## config.mk

```make
export PLATFORM = sky130hd
export DESIGN_NAME = ssd_sequencer
export DESIGN_NICKNAME = d
export VERILOG_FILES = /design/src/pkg/ssd_pkg.sv /design/src/pkg/ssd_tick_if.sv /design/src/ssd_sync.sv /design/src/ssd_scan_tick.sv /design/src/ssd_sequencer.sv
export SDC_FILE = /design/constraint.sdc
export NUM_CORES = 1
export LEC_CHECK = 0
export BUFFER_PORTS_ARGS = -buffer_cell sky130_fd_sc_hd__buf_2
export CORE_AREA = 2 2 259 261
export CTS_CLUSTER_DIAMETER = 200
export DETAILED_ROUTE_END_ITERATION = 8
export DIE_AREA = 0 0 261 263
export PLACE_DENSITY = 0.75
export SKIP_LAST_GASP = 1
export SLEW_MARGIN = 20
export SYNTH_ARGS = -nofsm -noshare
export SYNTH_HDL_FRONTEND = slang
export SYNTH_SLANG_ARGS = --single-unit
```

## constraint.sdc

```tcl
create_clock -name pclk -period 9.85 [get_ports pclk]
set_clock_uncertainty 0.2 [all_clocks]
set_input_delay 0.985 -clock pclk [delete_from_list [all_inputs] [get_ports pclk]]
set_output_delay 0.985 -clock pclk [all_outputs]
set_load 0.02 [all_outputs]
```

## src/pkg/ssd_pkg.sv

```systemverilog
// constants and types shared by the step sequencer files
package ssd_pkg;
  localparam int NUM_STEPS = 16;
  localparam int NUM_OUTS = 16;
  localparam int NUM_CTRS = 128;
  // byte offsets on the apb bus
  localparam logic [11:0] OFF_CTRL = 12'h000;
  localparam logic [11:0] OFF_TIMEBASE = 12'h004;
  localparam logic [11:0] OFF_CTR_BASE = 12'h008;
  localparam logic [11:0] OFF_STATUS = 12'h00c;
  localparam logic [11:0] OFF_LAST = 12'h010;
  localparam logic [11:0] OFF_COUNT = 12'h014;
  localparam logic [11:0] OFF_TIMER = 12'h018;
  localparam logic [11:0] OFF_PRESET = 12'h01c;
  localparam logic [11:0] OFF_CURRENT = 12'h020;
  localparam logic [11:0] OFF_STEP_CFG = 12'h040;
  localparam logic [11:0] OFF_CTR_WIN = 12'h200;
  // field positions
  localparam int CTRL_RUN_BIT = 0;
  localparam int CTRL_RETAIN_BIT = 1;
  localparam int CFG_CPS_LSB = 16;
  localparam int CFG_TIME_BIT = 30;
  localparam int CFG_EVENT_BIT = 31;
  localparam int WIN_FLAG_BIT = 16;
  // reset values and limits
  localparam logic CTRL_RUN_RST = 1'b0;
  localparam logic CTRL_RETAIN_RST = 1'b1;
  localparam logic [13:0] TIMEBASE_RST = 14'h0001;
  localparam logic [13:0] MAX_TB_CPS = 14'h270f;
  localparam logic [6:0] CTR_BASE_RST = 7'h00;
  localparam logic [6:0] CTR_BASE_MAX = 7'h7c;
  localparam logic [4:0] STEP_MIN = 5'h01;
  localparam logic [4:0] STEP_MAX = 5'h10;
  localparam logic [4:0] PRESET_RST = 5'h01;
  localparam logic [4:0] LAST_RST = 5'h10;
  // timing: base tick of 0.01 s and scan period
  localparam int CLK_NS = 20;
  localparam int BASE_TICK_NS = 10000000;
  localparam int BASE_TICK_CYC = BASE_TICK_NS / CLK_NS;
  localparam int SCAN_NS = 1000000;
  localparam int SCAN_CYC = SCAN_NS / CLK_NS;
  typedef enum logic {
    SSD_RUNNING = 1'b0,
    SSD_COMPLETE = 1'b1
  } ssd_state_t;
endpackage : ssd_pkg

```

## src/pkg/ssd_tick_if.sv

```systemverilog
// scan strobe and elapsed hundredths from the tick generator
`timescale 1ns/1ps
`default_nettype none
interface ssd_tick_if;
  logic scan;
  logic [15:0] elapsed;
  modport src (output scan, output elapsed);
  modport snk (input scan, input elapsed);
endinterface : ssd_tick_if
`default_nettype wire

```

## src/ssd_sync.sv

```systemverilog
// two-flop synchroniser for a group of level inputs
`timescale 1ns/1ps
`default_nettype none
module ssd_sync #(
  parameter int W = 1
) (
  input wire logic pclk,
  input wire logic presetn,
  input wire logic [W-1:0] d,
  output logic [W-1:0] q
);
  logic [W-1:0] meta_r;
  always_ff @(posedge pclk or negedge presetn) begin
    if (!presetn) begin
      meta_r <= '0;
      q <= '0;
    end else begin
      meta_r <= d;
      q <= meta_r;
    end
  end
endmodule : ssd_sync
`default_nettype wire

```

## src/ssd_scan_tick.sv

```systemverilog
// scan strobe plus count of 0.01 s ticks since the last scan
`timescale 1ns/1ps
`default_nettype none
module ssd_scan_tick #(
  parameter int TICK_CYCLES = ssd_pkg::BASE_TICK_CYC,
  parameter int SCAN_CYCLES = ssd_pkg::SCAN_CYC
) (
  input wire logic pclk,
  input wire logic presetn,
  ssd_tick_if.src tk
);
  import ssd_pkg::*;
  localparam int TW = $clog2(TICK_CYCLES + 1);
  localparam int SW = $clog2(SCAN_CYCLES + 1);
  logic [TW-1:0] tick_cnt_r;
  logic [SW-1:0] scan_cnt_r;
  logic [15:0] hund_r;
  wire base_tick = tick_cnt_r == TW'(TICK_CYCLES - 1);
  wire scan_now = scan_cnt_r == SW'(SCAN_CYCLES - 1);
  // saturate so a very slow scan never wraps the elapsed figure
  wire [15:0] hund_sum = (hund_r == 16'hffff) ? hund_r : hund_r + {15'h0000, base_tick};
  always_ff @(posedge pclk or negedge presetn) begin
    if (!presetn) begin
      tick_cnt_r <= '0;
      scan_cnt_r <= '0;
      hund_r <= 16'h0000;
      tk.scan <= 1'b0;
      tk.elapsed <= 16'h0000;
    end else begin
      tick_cnt_r <= base_tick ? '0 : tick_cnt_r + TW'(1);
      scan_cnt_r <= scan_now ? '0 : scan_cnt_r + SW'(1);
      hund_r <= scan_now ? 16'h0000 : hund_sum;
      tk.scan <= scan_now;
      tk.elapsed <= scan_now ? hund_sum : tk.elapsed;
    end
  end
endmodule : ssd_scan_tick
`default_nettype wire

```

## src/ssd_sequencer.sv

```systemverilog
// sixteen-step event sequencer with apb registers
`timescale 1ns/1ps
`default_nettype none
module ssd_sequencer #(
  parameter int TICK_CYCLES = ssd_pkg::BASE_TICK_CYC,
  parameter int SCAN_CYCLES = ssd_pkg::SCAN_CYC
) (
  input wire logic pclk,
  input wire logic presetn,
  input wire logic psel,
  input wire logic penable,
  input wire logic pwrite,
  input wire logic [11:0] paddr,
  input wire logic [31:0] pwdata,
  output logic pready,
  output logic [31:0] prdata,
  output logic pslverr,
  input wire logic seq_start,
  input wire logic seq_jog,
  input wire logic seq_reset,
  input wire logic [ssd_pkg::NUM_STEPS-1:0] step_event,
  output logic [ssd_pkg::NUM_OUTS-1:0] pattern_out,
  output logic counter_flag
);
  import ssd_pkg::*;

  logic [31:0] step_cfg_r [NUM_STEPS];
  logic run_r, run_d_r, retain_r, jog_q_r, jog_pend_r;
  logic [13:0] timebase_r;
  logic [6:0] ctr_base_r;
  logic [4:0] last_r, preset_r, cur_r;
  logic [15:0] count_r, timer_r;
  ssd_state_t state_r;
  logic [4:0] cur_nxt;
  logic [15:0] count_nxt, timer_nxt;
  ssd_state_t state_nxt;
  logic jog_take;
  logic [31:0] rd_data;
  logic start_s, jog_s, rst_s;
  logic [NUM_STEPS-1:0] ev_s;

  ssd_tick_if tk ();

  ssd_scan_tick #(
    .TICK_CYCLES(TICK_CYCLES),
    .SCAN_CYCLES(SCAN_CYCLES)
  ) u_tick (
    .pclk(pclk),
    .presetn(presetn),
    .tk(tk)
  );

  // control program levels come from another clock domain
  ssd_sync #(
    .W(NUM_STEPS + 3)
  ) u_sync (
    .pclk(pclk),
    .presetn(presetn),
    .d({seq_start, seq_jog, seq_reset, step_event}),
    .q({start_s, jog_s, rst_s, ev_s})
  );

  // apb decode
  wire access = psel & penable & pready;
  wire wr_fire = access & pwrite;
  wire hit_ctrl = paddr == OFF_CTRL;
  wire hit_tb = paddr == OFF_TIMEBASE;
  wire hit_base = paddr == OFF_CTR_BASE;
  wire hit_stat = paddr == OFF_STATUS;
  wire hit_last = paddr == OFF_LAST;
  wire hit_count = paddr == OFF_COUNT;
  wire hit_timer = paddr == OFF_TIMER;
  wire hit_preset = paddr == OFF_PRESET;
  wire hit_cur = paddr == OFF_CURRENT;
  wire hit_cfg = (paddr[11:6] == OFF_STEP_CFG[11:6]) & (paddr[1:0] == 2'b00);
  wire hit_win = (paddr[11:9] == OFF_CTR_WIN[11:9]) & (paddr[1:0] == 2'b00);
  wire mapped = hit_ctrl | hit_tb | hit_base | hit_stat | hit_last | hit_count |
                hit_timer | hit_preset | hit_cur | hit_cfg | hit_win;
  wire [3:0] cfg_idx = paddr[5:2];
  wire [6:0] win_rel = paddr[8:2] - ctr_base_r;
  wire [13:0] wr_tb = pwdata[13:0];
  wire [4:0] wr_step = pwdata[4:0];
  wire step_ok = (pwdata[31:5] == 27'h0) & (wr_step >= STEP_MIN) & (wr_step <= STEP_MAX);
  wire tb_ok = (pwdata[31:14] == 18'h0) & (wr_tb != 14'h0000) & (wr_tb <= MAX_TB_CPS);
  wire base_ok = (pwdata[31:7] == 25'h0) & (pwdata[6:0] <= CTR_BASE_MAX);
  wire cfg_ok = pwdata[CFG_CPS_LSB +: 14] <= MAX_TB_CPS;
  wire wr_preset = wr_fire & hit_preset & step_ok;
  wire wr_cfg = wr_fire & hit_cfg & cfg_ok;
  wire wr_ctrl = wr_fire & hit_ctrl;

  // counter words as seen by the control program
  wire [15:0] ctr_word [4];
  assign ctr_word[0] = count_r;
  assign ctr_word[1] = timer_r;
  assign ctr_word[2] = {11'h000, preset_r};
  assign ctr_word[3] = {11'h000, cur_r};
  wire [31:0] win_data = (win_rel > 7'h03) ? 32'h0 :
                         {15'h0, (win_rel == 7'h00) & counter_flag, ctr_word[win_rel[1:0]]};

  always_comb begin
    rd_data = 32'h0;
    if (hit_ctrl) rd_data = {30'h0, retain_r, run_r};
    if (hit_tb) rd_data = {18'h0, timebase_r};
    if (hit_base) rd_data = {25'h0, ctr_base_r};
    if (hit_stat) rd_data = {30'h0, jog_pend_r, counter_flag};
    if (hit_last) rd_data = {27'h0, last_r};
    if (hit_count) rd_data = {16'h0, count_r};
    if (hit_timer) rd_data = {16'h0, timer_r};
    if (hit_preset) rd_data = {27'h0, preset_r};
    if (hit_cur) rd_data = {27'h0, cur_r};
    if (hit_cfg) rd_data = step_cfg_r[cfg_idx];
    if (hit_win) rd_data = win_data;
  end

  // current step fields
  wire [3:0] cur_idx = 4'(cur_r - 5'h01);
  wire [31:0] cur_cfg = step_cfg_r[cur_idx];
  wire ev_en = cur_cfg[CFG_EVENT_BIT];
  wire tm_en = cur_cfg[CFG_TIME_BIT];
  wire [15:0] cps = {2'b00, cur_cfg[CFG_CPS_LSB +: 14]};
  wire ev_cur = ev_s[cur_idx];
  wire run_rise = run_r & ~run_d_r;
  wire jog_rise = jog_s & ~jog_q_r;
  wire running = state_r == SSD_RUNNING;
  wire eval_ok = tk.scan & run_r & running & ~rst_s & ~run_rise;
  wire at_last = (cur_r >= last_r) | (cur_r == STEP_MAX);
  // timer sum is one bit wider and cannot wrap; timebase is at most 9999 so this never clips a compare
  wire [16:0] tv_sum = {1'b0, timer_r} + {1'b0, tk.elapsed};
  wire tb_done = tv_sum >= {3'b000, timebase_r};
  wire [15:0] cnt_inc = count_r + 16'h0001;
  wire gate_ok = ~ev_en | ev_cur;
  wire time_adv = tm_en & gate_ok & tb_done & (cnt_inc >= cps);
  wire event_adv = ev_en & ~tm_en & ev_cur;
  wire idle_adv = ~ev_en & ~tm_en;
  wire do_eval = eval_ok & ~jog_pend_r & start_s;
  wire advance = (eval_ok & jog_pend_r) | (do_eval & (time_adv | event_adv | idle_adv));

  always_comb begin
    cur_nxt = cur_r;
    count_nxt = count_r;
    timer_nxt = timer_r;
    state_nxt = state_r;
    jog_take = 1'b0;
    if (run_r & rst_s) begin
      cur_nxt = preset_r;
      count_nxt = 16'h0000;
      timer_nxt = 16'h0000;
      state_nxt = SSD_RUNNING;
    end else if (run_rise) begin
      state_nxt = SSD_RUNNING;
      if (!retain_r || !running) begin
        cur_nxt = preset_r;
        count_nxt = 16'h0000;
        timer_nxt = 16'h0000;
      end
    end else if (advance) begin
      jog_take = jog_pend_r;
      count_nxt = 16'h0000;
      timer_nxt = 16'h0000;
      if (at_last) begin
        state_nxt = SSD_COMPLETE;
      end else begin
        cur_nxt = cur_r + 5'h01;
      end
    end else if (do_eval & tm_en & gate_ok) begin
      if (tb_done) begin
        count_nxt = cnt_inc;
        timer_nxt = 16'h0000;
      end else begin
        timer_nxt = tv_sum[15:0];
      end
    end
  end

  // apb answer registers; pready rises one cycle after setup
  always_ff @(posedge pclk or negedge presetn) begin
    if (!presetn) begin
      pready <= 1'b0;
      prdata <= 32'h0;
      pslverr <= 1'b0;
    end else begin
      pready <= psel & ~pready;
      prdata <= (psel & ~pready & ~pwrite) ? rd_data : prdata;
      pslverr <= psel & ~pready & ~mapped;
    end
  end

  always_ff @(posedge pclk or negedge presetn) begin
    if (!presetn) begin
      run_r <= CTRL_RUN_RST;
      retain_r <= CTRL_RETAIN_RST;
      timebase_r <= TIMEBASE_RST;
      ctr_base_r <= CTR_BASE_RST;
      last_r <= LAST_RST;
      preset_r <= PRESET_RST;
    end else begin
      if (wr_ctrl) begin
        run_r <= pwdata[CTRL_RUN_BIT];
        retain_r <= pwdata[CTRL_RETAIN_BIT];
      end
      if (wr_fire & hit_tb & tb_ok) timebase_r <= wr_tb;
      if (wr_fire & hit_base & base_ok) ctr_base_r <= pwdata[6:0];
      if (wr_fire & hit_last & step_ok) last_r <= wr_step;
      if (wr_preset) preset_r <= wr_step;
    end
  end

  // step table: pattern, count target, time and event enables
  always_ff @(posedge pclk or negedge presetn) begin
    if (!presetn) begin
      for (int i = 0; i < NUM_STEPS; i++) begin
        step_cfg_r[i] <= 32'h0;
      end
    end else if (wr_cfg) begin
      step_cfg_r[cfg_idx] <= pwdata;
    end
  end

  always_ff @(posedge pclk or negedge presetn) begin
    if (!presetn) begin
      run_d_r <= 1'b0;
      jog_q_r <= 1'b0;
      jog_pend_r <= 1'b0;
      cur_r <= PRESET_RST;
      count_r <= 16'h0000;
      timer_r <= 16'h0000;
      state_r <= SSD_RUNNING;
      pattern_out <= '0;
      counter_flag <= 1'b0;
    end else begin
      run_d_r <= run_r;
      jog_q_r <= jog_s;
      // a new jog edge wins over the one being consumed
      jog_pend_r <= (jog_pend_r & ~jog_take & ~rst_s & running) |
                    (jog_rise & run_r & ~rst_s & running);
      cur_r <= cur_nxt;
      count_r <= count_nxt;
      timer_r <= timer_nxt;
      state_r <= state_nxt;
      // pattern outputs idle outside run mode, live in it
      pattern_out <= run_r ? step_cfg_r[4'(cur_nxt - 5'h01)][15:0] : '0;
      counter_flag <= state_nxt == SSD_COMPLETE;
    end
  end
endmodule : ssd_sequencer
`default_nettype wire

```

# [After elaboration in Yosys (flattened, before gate mapping)]
# Index checks and enable logic that the tools add are counted.
[op_classes] n_addsub=9 magnitude_cmp=15 eq_ne=15 muxes=57 bitwise=82 n_reduce_logical=17
[op_table] operator="$bwmux W512" n=1
[op_table] operator="$bmux W32 S4" n=3
[op_table] operator="$mux W32" n=11
[op_table] operator="$mux W16" n=19
[op_table] operator="$demux W32 S4" n=1
[op_table] operator="$mux W14" n=4
[op_table] operator="$and A1 B1 Y1" n=50
[op_table] operator="$eq A12 B5 Y1 const B" n=4
[op_table] operator="$add A16 B1 Y16 const B" n=2
[op_table] operator="$bmux W16 S2" n=1
[op_table] operator="$eq A16 B16 Y1 const B" n=2
[op_table] operator="$le A14 B14 Y1 const B" n=2
[op_table] operator="$logic_not A27 Y1" n=1
[op_table] operator="$logic_not A25 Y1" n=1
[op_table] operator="$mux W5" n=5
[op_table] operator="$eq A12 B4 Y1 const B" n=2
[op_table] operator="$add A19 B1 Y19 const B" n=1
[op_table] operator="$eq A19 B19 Y1 const B" n=1
[op_table] operator="$mux W19" n=1
[op_table] operator="$logic_not A18 Y1" n=1
[op_table] operator="$add A16 B16 Y17" n=1
[op_table] operator="$ge A17 B14 Y1" n=1
[op_table] operator="$mux W17" n=1
[op_table] operator="$add A16 B1 Y16" n=1
[op_table] operator="37 further kinds" n=78
[totals] ff_bits=742 out_inout_bits=51

# [Depth between registers and ports, before layout]
[logic_depth] word_depth=23 ltp_mapped=28

# [By module]
# From an unflattened synthesis, not the netlist that was laid out.
[hier_totals] cells_unflattened=2821 hier_area_um2=38828.5
[modules_own_cells] mod="ssd_sequencer" n_inst=1 cells_per_inst=2479 area_each_um2=34734.6
[modules_own_cells] mod="ssd_scan_tick" n_inst=1 cells_per_inst=304 area_each_um2=3143.0
[modules_own_cells] mod="ssd_sync" n_inst=1 cells_per_inst=38 area_each_um2=950.9

# [Least setup slack after synthesis]
# No wires, ideal clock.
[synth_timing] path_type="register to register" from="reg cur_r[0]" to="reg pattern_out[14] (netlist bit)" setup_time_ns=0.126 arrival_time_ns=6.731 t_required_ns=9.524 slack_ns=2.793 path_stages_with_launch=27 path_buffers=8 synth_period_minus_slack_ns=7.057 cell_sequence="dfstp_2 -> buf_6 -> inv_4 -> ha_1 -> clkbuf_1 -> clkbuf_1 -> buf_1 -> clkbuf_1 -> mux4_2 -> mux4_2 -> inv_1 -> ha_1 -> a2111oi_0 -> nor3_1 -> a211oi_1 -> o32ai_1 -> o22ai_4 -> a31o_4 -> o21ai_1 -> a32o_2 -> ha_1 -> clkbuf_1 -> buf_1 -> clkbuf_1 -> mux4_2 -> mux2i_1 -> o22ai_2"
[synth_between] elab_chain_cells=23 elab_cells_between_ends=36 cone_classes="add/sub (3); order compare (2); eq/ne (1); mux (14); bitwise (16)"
[synth_lines] item="start, declared" line_no="ssd_sequencer.sv:31" rtl="logic [4:0] last_r, preset_r, cur_r;"
[synth_lines] item="start signal, assigned" line_no="ssd_sequencer.sv:236" rtl="cur_r <= cur_nxt;"
[synth_lines] item="parallel branches: the longest is 15 deep, another holds $ge A16 B14 Y1"
[synth_lines] item="$mux W5 (*)" line_no="ssd_sequencer.sv:149" rtl="end else if (run_rise) begin"
[synth_lines] item="$mux W5 (*)" line_no="ssd_sequencer.sv:144" rtl="if (run_r & rst_s) begin"
[synth_lines] item="$sub A4 B1 Y4 (*)" line_no="ssd_sequencer.sv:241" rtl="pattern_out <= run_r ? step_cfg_r[4'(cur_nxt - 5'h01)][15:0] : '0;"
[synth_lines] item="$not A4 Y5 (not written as such) (*)" line_no="ssd_sequencer.sv:241"
[synth_lines] item="$bmux W32 S4 (*)" line_no="ssd_sequencer.sv:241"
[synth_lines] item="$mux W16 (not written as such) (*) (2 in a row)" line_no="ssd_sequencer.sv:241"
[synth_lines] item="$mux W16 (*)" line_no="ssd_sequencer.sv:241"
[synth_lines] item="end signal, assigned" line_no="ssd_sequencer.sv:241"
[synth_lines] item="end, declared" line_no="ssd_sequencer.sv:22" rtl="output logic [ssd_pkg::NUM_OUTS-1:0] pattern_out,"
# Every way passes the cells marked *. The select of a mux whose other input is x is not followed.
# A chain may end at the register's enable or synchronous reset.

# [Worst setup path after layout]
[layout_timing] from="reg cur_r[0]" to="reg pattern_out[8] (netlist bit)"
# The elaborated chain is that of the path after synthesis.

==> metrics.cfg <==
[layout]
area_delta_synth_final_pct = 11.0
postLayoutCellArea_um2 = 43500
fillers = 4568
layout.nets = 3082
layout-drive-gt1-share_pct = 38.6

[floorplanning]
ios = 119
dieArea_um2 = 68600
die_y_um = 263
die_w_um = 261
row_count = 94
coreArea_um2 = 65600
initial_core_util_pct = 59.7

[global_route]
grt_pass1_vias = 27200
grt-ovfl-total = 0
grtUsageTotal_pct = 31.7
antenna_found_initial = 8
grt_first_pass_wirelength_um = 165000
grt_max_degree = 179

[cts]
hold_buffers = 0
clock_sinks = 742
clockRootBuffer = clkbuf_16
cts_resized = 0
cts_buffers = 79
clkLatencyLatePin_ps = 640
htree_levels = 3
post_cts_buffers = 0
clkTransAtPathRegs_ps = 60
cts_max_path_buffers = 3
cts_tree = yes

[placement]
place_congestion = 0.939
dp_hpwl_um = 66900
port_buffers = 118
post_dp_cell_area_um2 = 40500

[routing]
routed_wl_um = 107000
avgViaCountPerCell = 6.77
drc_errors = 0
drt_iter0_markers = 2810
drtPass1Iterations = 7
final_antenna_net_count = 0
wl_per_cell_um = 27.5
vias = 26200

[power_and_ir_drop]
powerDensity_nw_per_um2 = 152
p_leak_nw = 19.9
max-vdd-ir-drop_mv = 0.170

[worst_setup_path]
path_cells = inv_4 -> ha_2 -> buf_4 -> mux4_2 -> mux4_2 -> inv_1 -> ha_1 -> a2111oi_0 -> o21ai_0 -> a211oi_1 -> o32ai_1 -> o22ai_4 -> a31o_4 -> o21ai_1 -> a32o_2 -> ha_4 -> buf_12 -> mux4_2 -> mux2i_1 -> o22ai_1
path_buf_inv = 4
max_stage_delay_ps = 1070
crit_fanout = 54
endpoint_kind = register
criticalPathCategory = register to register
required_ps = 10150
timing.critical_path.mode_cell = mux4_2
cp-start-kind = register
arrival_ps = 8300
cp.depth = 20
crit_family = adder cells
r2r_cells = 20
slowest_stage = dfstp_4

[logic_synthesis]
synth_edf_count = 0
synthDistinctLibCells = 88
synth_area_leader_cell = dfrtp_1
synth.area.top_cells = dfrtp_1, mux2_2, mux4_2, mux2i_1, ha_1
synth-main-ff-cell = dfrtp_1
yosys_warnings = 0
synth_nets = 3052
ys_seq_area_share_pct = 47.4
netlist.area_leader.share_pct = 47.1
synth_seq_cells = 742
synth_area_um2 = 39200
syn_area_per_cell_um2 = 13.4
yosysMostFrequentCell = dfrtp_1
synth_common_cells = dfrtp_1, mux2_2, mux4_2
syn_inst = 2918
async_flop_share_pct = 100

[timing]
rsz0062_at_grt = no
period_minus_slack_ps = 8010
setup_viol = 0
fmax_ghz = 0.125
slew_violations = 0
post-route-period-util_pct = 81.3
worst_pin_slew_ps = 1140
relSlewSlack_pct = 24.2
tns_ps = 0
finalHoldViolations = 0

[worst_hold_path]
hold_path_class = register to register
holdPathStages = 0

[job]
maxCapViolCount = 0

[status]
outcome = finished clean

[per-layer routing]
metal	routed length (µm)	share of wire, %	track usage [%]
met1	43300	41	44.3
met2	50300	47	49.4
met3	8660	8.1	6.58
met4	4300	4.0	12.3
met5	111	0.10	0
[logic make-up (layout without fill, tap and decap cells)]
kind of cell | count (synthesis) | in the layout | synth area share [%]
buf+inv | 297 | 392 | 3.14
fa+ha+maj | 66 | 66 | 2.15
flops | 742 | 742 | 47.4
simple gates | 503 | 503 | 6.12
xor+xnor | 79 | 79 | 1.85
mux | 975 | 975 | 35.0
compound gates | 256 | 256 | 4.31
other cells | 0 | 1 | 0
[path summary, 6_finish.rpt]
check | from | endpoint | slack [ps]
worst max-delay path | cur_r[0]$_DFF_PN1_ | pattern_out[8]$_DFF_PN0_ | 1840
worst min-delay path | u_sync.meta_r[2]$_DFF_PN0_ | u_sync.q[2]$_DFF_PN0_ | 150
worst max register to register | cur_r[0]$_DFF_PN1_ | pattern_out[8]$_DFF_PN0_ | 1840
worst min register to register | u_sync.meta_r[2]$_DFF_PN0_ | u_sync.q[2]$_DFF_PN0_ | 150
max in group asynchronous | presetn | u_sync.q[18]$_DFF_PN0_ | 6920
min in group asynchronous | presetn | step_cfg_r[13]$_DFFE_PN0P_ | 270
[flip-flops by register name (all words and copies together) (netlist names), 5 cells and up]
register,cells
count_r,16
ctr_base_r,7
cur_r,5
last_r,5
pattern_out,16
prdata,32
preset_r,5
step_cfg_r,512
timebase_r,14
timer_r,16
u_sync.meta_r,19
u_sync.q,19
u_tick.hund_r,16
u_tick.scan_cnt_r,16
u_tick.tick_cnt_r,19
u_tick.tk.elapsed,16
[area by class of cell]
class	instances	area, µm²	area share (%)
antenna	1	2.50	0.00576
clock buffer	113	2330	5.35
clock inverter	33	582	1.34
inverter	80	305	0.702
multi-input combinational	1879	19500	45.0
sequential	742	18600	42.7
tap	864	1080	2.49
timing repair buffer	166	1060	2.43
[cell usage in the layout (no fill, tap or decap), types with 5 or more instances in the layout]
cell type / n
dfrtp_1: 737
mux2_2: 544
mux4_2: 261
nand2_1: 176
mux2i_1: 167
buf_2: 114
nor2_1: 95
clkbuf_16: 80
inv_1: 75
o21ai_0: 67
nand3_1: 66
a21oi_1: 62
ha_1: 62
buf_4: 43
xor2_1: 41
xnor2_1: 35
nand4_1: 21
clkbuf_8: 20
nor3_1: 19
o22ai_1: 19
and3_1: 16
nor4_1: 15
nand2b_1: 14
o31ai_1: 14
bufinv_16: 14
nor2_4: 13
clkbuf_1: 13
a21o_1: 12
nor2b_1: 11
a222oi_1: 11
a22oi_1: 11
clkinv_2: 10
and2_1: 9
a31oi_1: 9
nor3b_1: 8
o21bai_1: 5
o211ai_1: 5
nor3_2: 5
buf_12: 5
[power breakdown]
part	internal, mW	switching (mW)
Sequential	3.06	0.00991
Clock	2.02	1.27
Combinational	0.0714	0.194
Total	5.15	1.47
[stage by stage]
stage / total power [mW] / std cells / setup WS, ps / util, % / hold slack, ps
after global routing: 6.81 / 3877 / 1380 / 66.3 / 161
after CTS: 6.66 / 3876 / 1890 / 66.2 / 151
after detailed placement: 3.39 / 3730 / 1900 / 61.8 / 135
final: 6.62 / 3878 / 1840 / 66.3 / 150
after global placement: 3.39 / 3730 / 2050 / 61.8 / 137
after floorplan: 3.25 / 2918 / 2790 / - / 131
(Power assumes the default switching activity.)
